`src/hdl/fle_pkg.sv`:
```
// Constants, field layouts and carrier types for the load error-result block.
// Assumes a 16-bit register data path and 16-bit word addresses.
package fle_pkg;

   // ==========================================================
   // Register word addresses
   localparam logic [15:0] ADDR_STATUS = 16'hFF00;
   localparam logic [15:0] ADDR_S0_MAIN = 16'hFF01;
   localparam logic [15:0] ADDR_S0_SPARE = 16'hFF02;
   localparam logic [15:0] ADDR_S1_MAIN = 16'hFF03;
   localparam logic [15:0] ADDR_S1_SPARE = 16'hFF04;
   localparam logic [15:0] ADDR_S2_MAIN = 16'hFF05;
   localparam logic [15:0] ADDR_S2_SPARE = 16'hFF06;
   localparam logic [15:0] ADDR_S3_MAIN = 16'hFF07;

   // ==========================================================
   // Reset values
   localparam logic [15:0] RESET_WORD = 16'h0000;

   // ==========================================================
   // Sizes and field positions
   localparam int NUM_SECTORS = 4;
   localparam int NUM_SPARE_REGS = 3;
   localparam int CODE_W = 2;
   localparam int STATUS_MAIN_LSB = 2;
   localparam int STATUS_SPARE_LSB = 0;
   localparam int STATUS_SECTOR_STRIDE = 4;
   localparam int LANE_LSB = 0;
   localparam int LANE_W = 4;
   localparam int WORD_LSB = 4;
   localparam int WORD_W = 8;
   localparam int SEL_LSB = 4;
   localparam int SEL_W = 2;
   localparam int SYND_W = WORD_W + LANE_W;
   // Syndrome bit that splits the second spare word from the third
   localparam int SPARE_WORD_BIT = 4;

   // ==========================================================
   // Status codes and spare word selectors
   localparam logic [1:0] CODE_NONE = 2'h0;
   localparam logic [1:0] CODE_SINGLE = 2'h1;
   localparam logic [1:0] CODE_DOUBLE = 2'h2;
   localparam logic [1:0] SEL_WORD2 = 2'h0;
   localparam logic [1:0] SEL_WORD3 = 2'h1;

   // ==========================================================
   // Carriers
   typedef struct packed {
      logic valid;
      logic [1:0] sector;
      logic spare;
      logic [SYND_W-1:0] syndrome;
      logic parity_err;
   } fle_check_s;

   typedef struct packed {
      logic valid;
      logic [NUM_SECTORS-1:0] sectors;
      logic main;
      logic spare;
   } fle_fail_s;

   typedef struct packed {
      logic [1:0] code;
      logic [SYND_W-1:0] position;
   } fle_verdict_s;

endpackage : fle_pkg

```
`src/hdl/fle_result_regs.sv`:
```
// What this block does
// - Detect one- and two-bit errors per sector, correct one; ignore three or more.
// - Check main area and spare area of each loaded sector separately.
// - Update sector status codes on every load, boot loading included.
// - Codes: 00 none, 01 corrected single, 10 uncorrectable double; never 11.
// - Status word holds eight codes, sector four main at top, sector one spare at bottom.
// - Spare code reflects only spare errors, independent of the main code.
// - Main result gives word index of 256 and lane of 16; top nibble zero.
// - Spare result gives spare word selector and lane of 16.
// - Error positions refresh during boot loading as in normal loads.
// - Status at FF00h, main results odd addresses, spare results even addresses.
// - All result registers read-only and reset to zero.
// - Spare selector 00 for second word, 01 for third; 10 and 11 unused.
// - A failed load sets affected codes to 10.
// - A load aborted by reset leaves codes at 00.
//
// Read-only error-result registers of the flash page loader.
// Assumes all inputs come from loader logic on ref_clk_i; the bus
// request is already synchronous to ref_clk_i.
`timescale 1ns/1ps

module fle_result_regs
(
   // Clock and reset
   input wire logic ref_clk_i,
   input wire logic reset_i,
   // Loader events
   input wire logic load_start_i,
   input wire logic load_abort_i,
   input fle_pkg::fle_fail_s load_fail_i,
   input fle_pkg::fle_check_s check_i,
   // Register port
   input wire logic [15:0] bus_addr_i,
   input wire logic bus_rd_i,
   input wire logic bus_wr_i,
   output logic [15:0] bus_rdata_o,
   output logic bus_rvalid_o
);

   // ==========================================================
   // Storage
   logic [fle_pkg::CODE_W-1:0] main_code_reg [fle_pkg::NUM_SECTORS];
   logic [fle_pkg::CODE_W-1:0] spare_code_reg [fle_pkg::NUM_SECTORS];
   logic [fle_pkg::SYND_W-1:0] main_pos_reg [fle_pkg::NUM_SECTORS];
   logic [fle_pkg::SEL_W-1:0] spare_sel_reg [fle_pkg::NUM_SPARE_REGS];
   logic [fle_pkg::LANE_W-1:0] spare_lane_reg [fle_pkg::NUM_SPARE_REGS];
   fle_pkg::fle_verdict_s verdict;
   logic [15:0] status_word;
   logic [15:0] rdata_next;

   // ==========================================================
   // Decoder
   fle_syndrome_decode u_decode
   (
      .syndrome_i(check_i.syndrome),
      .parity_err_i(check_i.parity_err),
      .verdict_o(verdict)
   );

   // ==========================================================
   // Per-sector results
   // Priority: abort, then fail, then a check, then the load start.
   // A check in the start cycle wins so a first result is never lost.
   // Boot loading drives the same start and check events.
   for (genvar s = 0; s < fle_pkg::NUM_SECTORS; s++)
   begin : g_sector
      logic hit_main;
      logic hit_spare;
      assign hit_main = check_i.valid && (check_i.sector == 2'(s)) && !check_i.spare;
      assign hit_spare = check_i.valid && (check_i.sector == 2'(s)) && check_i.spare;

      always_ff @(posedge ref_clk_i)
      begin
         if (reset_i)
         begin
            main_code_reg[s] <= fle_pkg::CODE_NONE;
            spare_code_reg[s] <= fle_pkg::CODE_NONE;
         end
         else if (load_abort_i)
         begin
            main_code_reg[s] <= fle_pkg::CODE_NONE;
            spare_code_reg[s] <= fle_pkg::CODE_NONE;
         end
         else if (load_fail_i.valid && load_fail_i.sectors[s])
         begin
            if (load_fail_i.main)
            begin
               main_code_reg[s] <= fle_pkg::CODE_DOUBLE;
            end
            if (load_fail_i.spare)
            begin
               spare_code_reg[s] <= fle_pkg::CODE_DOUBLE;
            end
         end
         else if (hit_main)
         begin
            main_code_reg[s] <= verdict.code;
         end
         else if (hit_spare)
         begin
            spare_code_reg[s] <= verdict.code;
         end
         else if (load_start_i)
         begin
            main_code_reg[s] <= fle_pkg::CODE_NONE;
            spare_code_reg[s] <= fle_pkg::CODE_NONE;
         end
      end

      always_ff @(posedge ref_clk_i)
      begin
         if (reset_i)
         begin
            main_pos_reg[s] <= fle_pkg::RESET_WORD[fle_pkg::SYND_W-1:0];
         end
         else if (hit_main && !load_abort_i)
         begin
            main_pos_reg[s] <= verdict.position;
         end
         else if (load_start_i)
         begin
            main_pos_reg[s] <= fle_pkg::RESET_WORD[fle_pkg::SYND_W-1:0];
         end
      end

      if (s < fle_pkg::NUM_SPARE_REGS)
      begin : g_spare_pos
         always_ff @(posedge ref_clk_i)
         begin
            if (reset_i)
            begin
               spare_sel_reg[s] <= fle_pkg::SEL_WORD2;
               spare_lane_reg[s] <= fle_pkg::RESET_WORD[fle_pkg::LANE_W-1:0];
            end
            else if (hit_spare && !load_abort_i)
            begin
               spare_sel_reg[s] <= verdict.position[fle_pkg::SPARE_WORD_BIT] ?
                                   fle_pkg::SEL_WORD3 : fle_pkg::SEL_WORD2;
               spare_lane_reg[s] <= verdict.position[fle_pkg::LANE_LSB +: fle_pkg::LANE_W];
            end
            else if (load_start_i)
            begin
               spare_sel_reg[s] <= fle_pkg::SEL_WORD2;
               spare_lane_reg[s] <= fle_pkg::RESET_WORD[fle_pkg::LANE_W-1:0];
            end
         end
      end

      assign status_word[s*fle_pkg::STATUS_SECTOR_STRIDE + fle_pkg::STATUS_MAIN_LSB +: fle_pkg::CODE_W]
         = main_code_reg[s];
      assign status_word[s*fle_pkg::STATUS_SECTOR_STRIDE + fle_pkg::STATUS_SPARE_LSB +: fle_pkg::CODE_W]
         = spare_code_reg[s];
   end

   // ==========================================================
   // Read decode
   // Writes are accepted on the bus but change nothing here.
   always_comb
   begin
      rdata_next = fle_pkg::RESET_WORD;
      unique case (bus_addr_i)
         fle_pkg::ADDR_STATUS:   rdata_next = status_word;
         fle_pkg::ADDR_S0_MAIN:  rdata_next[fle_pkg::SYND_W-1:0] = main_pos_reg[0];
         fle_pkg::ADDR_S1_MAIN:  rdata_next[fle_pkg::SYND_W-1:0] = main_pos_reg[1];
         fle_pkg::ADDR_S2_MAIN:  rdata_next[fle_pkg::SYND_W-1:0] = main_pos_reg[2];
         fle_pkg::ADDR_S3_MAIN:  rdata_next[fle_pkg::SYND_W-1:0] = main_pos_reg[3];
         fle_pkg::ADDR_S0_SPARE:
         begin
            rdata_next[fle_pkg::SEL_LSB +: fle_pkg::SEL_W] = spare_sel_reg[0];
            rdata_next[fle_pkg::LANE_LSB +: fle_pkg::LANE_W] = spare_lane_reg[0];
         end
         fle_pkg::ADDR_S1_SPARE:
         begin
            rdata_next[fle_pkg::SEL_LSB +: fle_pkg::SEL_W] = spare_sel_reg[1];
            rdata_next[fle_pkg::LANE_LSB +: fle_pkg::LANE_W] = spare_lane_reg[1];
         end
         fle_pkg::ADDR_S2_SPARE:
         begin
            rdata_next[fle_pkg::SEL_LSB +: fle_pkg::SEL_W] = spare_sel_reg[2];
            rdata_next[fle_pkg::LANE_LSB +: fle_pkg::LANE_W] = spare_lane_reg[2];
         end
         default:                rdata_next = fle_pkg::RESET_WORD;
      endcase
   end

   always_ff @(posedge ref_clk_i)
   begin
      if (reset_i)
      begin
         bus_rdata_o <= fle_pkg::RESET_WORD;
         bus_rvalid_o <= 1'b0;
      end
      else
      begin
         bus_rvalid_o <= bus_rd_i;
         if (bus_rd_i)
         begin
            bus_rdata_o <= rdata_next;
         end
      end
   end

   logic quiet;
   assign quiet = !load_abort_i && !load_fail_i.valid;
endmodule : fle_result_regs

```
`src/hdl/fle_syndrome_decode.sv`:
```
// Combinational classifier for one extended-Hamming check result.
// Assumes the syndrome encodes the failing bit position directly.
`timescale 1ns/1ps

module fle_syndrome_decode
(
   // Check result
   input wire logic [fle_pkg::SYND_W-1:0] syndrome_i,
   input wire logic parity_err_i,
   // Verdict
   output fle_pkg::fle_verdict_s verdict_o
);

   // ==========================================================
   // Classification
   // Overall parity odd means one flipped bit; even parity with a
   // nonzero syndrome means two. Three or more alias to one of these
   // and are not handled.
   always_comb
   begin
      verdict_o.position = fle_pkg::RESET_WORD[fle_pkg::SYND_W-1:0];
      if (parity_err_i)
      begin
         verdict_o.code = fle_pkg::CODE_SINGLE;
         verdict_o.position = syndrome_i;
      end
      else if (syndrome_i != '0)
      begin
         verdict_o.code = fle_pkg::CODE_DOUBLE;
      end
      else
      begin
         verdict_o.code = fle_pkg::CODE_NONE;
      end
   end

endmodule : fle_syndrome_decode

```
`config.mk`:
```
export PLATFORM = sky130hd
export DESIGN_NAME = fle_result_regs
export DESIGN_NICKNAME = d
export VERILOG_FILES = /design/src/hdl/fle_pkg.sv /design/src/hdl/fle_result_regs.sv /design/src/hdl/fle_syndrome_decode.sv
export SDC_FILE = /design/constraint.sdc
export NUM_CORES = 1
export LEC_CHECK = 0
export BUFFER_PORTS_ARGS = -buffer_cell sky130_fd_sc_hd__buf_2
export CORE_ASPECT_RATIO = 1.75
export CORE_UTILIZATION = 50
export DETAILED_ROUTE_END_ITERATION = 16
export PLACE_DENSITY = 0.74
export SYNTH_ARGS = -nofsm -noshare
export SYNTH_HDL_FRONTEND = slang
export SYNTH_SLANG_ARGS = --single-unit
```
`constraint.sdc`:
```
create_clock -name ref_clk_i -period 2.2 [get_ports ref_clk_i]
set_input_delay 0.44 -clock ref_clk_i [delete_from_list [all_inputs] [get_ports ref_clk_i]]
set_output_delay 0.44 -clock ref_clk_i [all_outputs]
set_load 0.01 [all_outputs]
```
==> summary.md <==
| Metric | Value |
|---|---|
| Synth unique cells | 42 |
| Clk slew on worst S/H paths | approximately 60 ps |
| CP Max Fanout | 5 |
| Crit path required time | 2450 ps |
| Tcrit/Tclk final | 79.2% |
| RSZ-0062 raised after global routing | no |
| Worst-Skew Late Latency | 340 ps |
| Leak | between 2 and 2.5 nW |
| Mean Syn Cell Area | roughly 11 um^2 |
| Max Clk Rate | approximately 570 MHz |
| Post-route setup TNS | 0 ps |
| Seq pwr share | 52.4% |
| Antenna viol nets, final | 0 |
| Die area | a little over 9000 um^2 |
| Max VDD drop | between 300 and 400 uV |
| Async SR Flop Fraction | 0% |
| TritonCTS clock tree | done |
| Final setup viols | 0 |
| Cell Int Power | about 3.1 mW |
| First-iteration detailed-routing DRC count | 269 |
| Chip Width | between 70 and 80 um |
| Drt drc | 0 |
| Max cap viols | 0 |
| Sw Pwr | approximately 0.85 mW |
| Sw Share | 21.4% |
| Most frequent cell after synthesis | nor2_1 |
| Post-synth top area share | a little over half |
| Synthesis-stage register bit count | 96 |
| CP Class | input pin to flip-flop |
| Worst-margin pin slew | 691 ps |
| DP HPWL | between 7000 and 8000 um |
| Post-CTS Setup Bufs | 0 |
| Layout Nets | 519 |
| Largest net degree at the start of global routing | 23 |
| Total number of vias | 3,401 |
| Status | finished, final reports clean |
| Cells after Synth | between 400 and 500 |
| Core area | 8670 um^2 |
| Share of cells above drive strength 1 | about a quarter |
| Cell area power density | 752 nW/um^2 |
| HP Class | flip-flop to flip-flop |
| Post-CTS sizing | 0 |
| Startpoint types | input pin |
| Final instance area | roughly 5300 um^2 |
| GRT overflow | 0 |
| Clock share of power | 39.1% |
| Placed Area | 4980 um^2 |
| H-tree depth | 3 |
| Clock Skew | roughly 3.3 ps |
| RD Place Congestion | 0.875 |
| Port-buffer cells | 61 |
| Num Clock Sinks | 96 |
| Final Max Slew Viols | 0 |
| DR WL/cell | approximately 18 um |
| Fin crit period | 1740 ps |
| Synth area leaders | edfxtp_1 53%, dfxtp_1 7.6%, nor2_1 7.6% |
| Ant diodes | 0 |
| Root Driver | clkbuf_16 |
| Initial antenna violation count | 0 |
| Tot GR Track Use | around 24% |
| Number of flip-flops in the largest register | 48 |
| Area Overhead vs Synth | 18.2% |
| Vias in the first global route | 3,266 |
| First-pass GRT wire length | around 17,000 um |
| Die span in y | about 130 um |
| Top cells by count, synth | 90 x nor2_1, 79 x edfxtp_1, 43 x nand2_1 |
| Syn_nets | 448 |
| Initial DRT Pass Iterations | 5 |
| Final hold violations | 0 |
| CTS buffer count | 9 |
| Yosys warning count | 0 |
| Post-Route WL | 10,700 um |
| Vias per inst | around 5.7 |
| Initial cell density of the core | 51.5% |
| Gate power share | 8.5% |
| Cell taking the most area after synthesis | edfxtp_1 |
| Post-Syn Area | 4470 um^2 |
| Hold Buf Count CTS | 0 |
| Std-Cell Rows | 45 |
| Io pins | 63 |
| Setup crit end kind | flip-flop |
| CTS Buffer Depth | 2 |
| CP arrival | 1990 ps |
| Most used flip-flop cell after synthesis | edfxtp_1 |
| Sequential share of the synthesized area | between 60% and 70% |
| Post-synth EDFFs | 79 |
| Slew headroom | 53.4% |
-- path summary, 6_finish.rpt --
kind | startpoint | to | slack, ps | cells after the start
worst max-delay path | bus_addr_i[5] | bus_rdata_o[8] | 460 | 5
worst min register to register | bus_rdata_o[4] | bus_rdata_o[4] | 440 | 2
worst max register to register | main_code_reg[0][1] | bus_rdata_o[3] | 930 | 3
worst min-delay path | bus_rdata_o[4] | bus_rdata_o[4] | 440 | 2
-- area by class of cell --
class | instances | area, um^2
timing repair buffer | 81 | 455
fill | 740 | 3390
clock inverter | 3 | 40.0
inverter | 3 | 11.3
multi-input combinational | 282 | 1650
clock buffer | 13 | 260
sequential | 96 | 2710
tap | 117 | 146
-- cell usage in the layout (no fill, tap or decap), drive strengths merged, types with 6 or more instances in the layout --
cell type | synthesis | layout
nor2 | 90 | 90
buf | 3 | 81
edfxtp | 79 | 79
nand2 | 43 | 43
o21ai | 23 | 23
nand3 | 17 | 17
dfxtp | 17 | 17
clkbuf | 18 | 13
mux2i | 12 | 12
o22ai | 10 | 10
mux2 | 10 | 10
a21oi | 9 | 9
nand2b | 6 | 6
a22oi | 6 | 6
mux4 | 6 | 6
nor4 | 6 | 6
-- critical path, cell delays in order --
cell and delay, ps:
buf_2 90, or4_4 580, nor4_4 440, a22oi_1 170
a311oi_1 270
-- stage by stage --
stage / hold slack (ps) / utilization (%) / worst slack, ps / power, mW / cells
2_1_floorplan: 483 / - / -52.5 / 2.31 / 402
3_3_place_gp: 429 / 57.4 / 117 / 2.44 / 579
3_5_place_dp: 437 / 57.4 / 111 / 2.45 / 579
4_1_cts: 451 / 60.9 / 445 / 3.98 / 595
5_1_grt: 494 / 60.9 / 346 / 4.08 / 595
6_report: 444 / 60.9 / 457 / 3.97 / 595
-- power by group through the flow --
stage	Clock [mW]	Sequential [mW]	Combinational (mW)
5_1_grt	1.63	2.09	0.364
4_1_cts	1.57	2.08	0.334
3_3_place_gp	0	2.11	0.325
6_report	1.55	2.08	0.336
2_1_floorplan	0	2.11	0.198
3_5_place_dp	0	2.12	0.332
-- routing by layer --
layer  vias to the layer above  wire length [um]  global-route usage (%)  share of wire (%)
li1                       1611                 -                       -                  -
met1                      1621              4070                    29.0                 38
met2                       142              5530                    41.4                 52
met3                        27               689                    4.42                6.5
met4                         0               377                    12.8                3.5
met5                         -                 0                       0                  0
-- kinds of logic (layout without fill, tap and decap cells) --
kind of cell           after synthesis  in the layout  share of synthesized area (%)
multiplexers                        28             28                           8.24
AND/OR/NAND/NOR                    190            190                           19.9
AO/OA/AOI/OAI                       64             64                           8.80
buffers and inverters               24            100                           2.30
flip-flops                          96             96                           60.7
(Power assumes the default switching activity.)
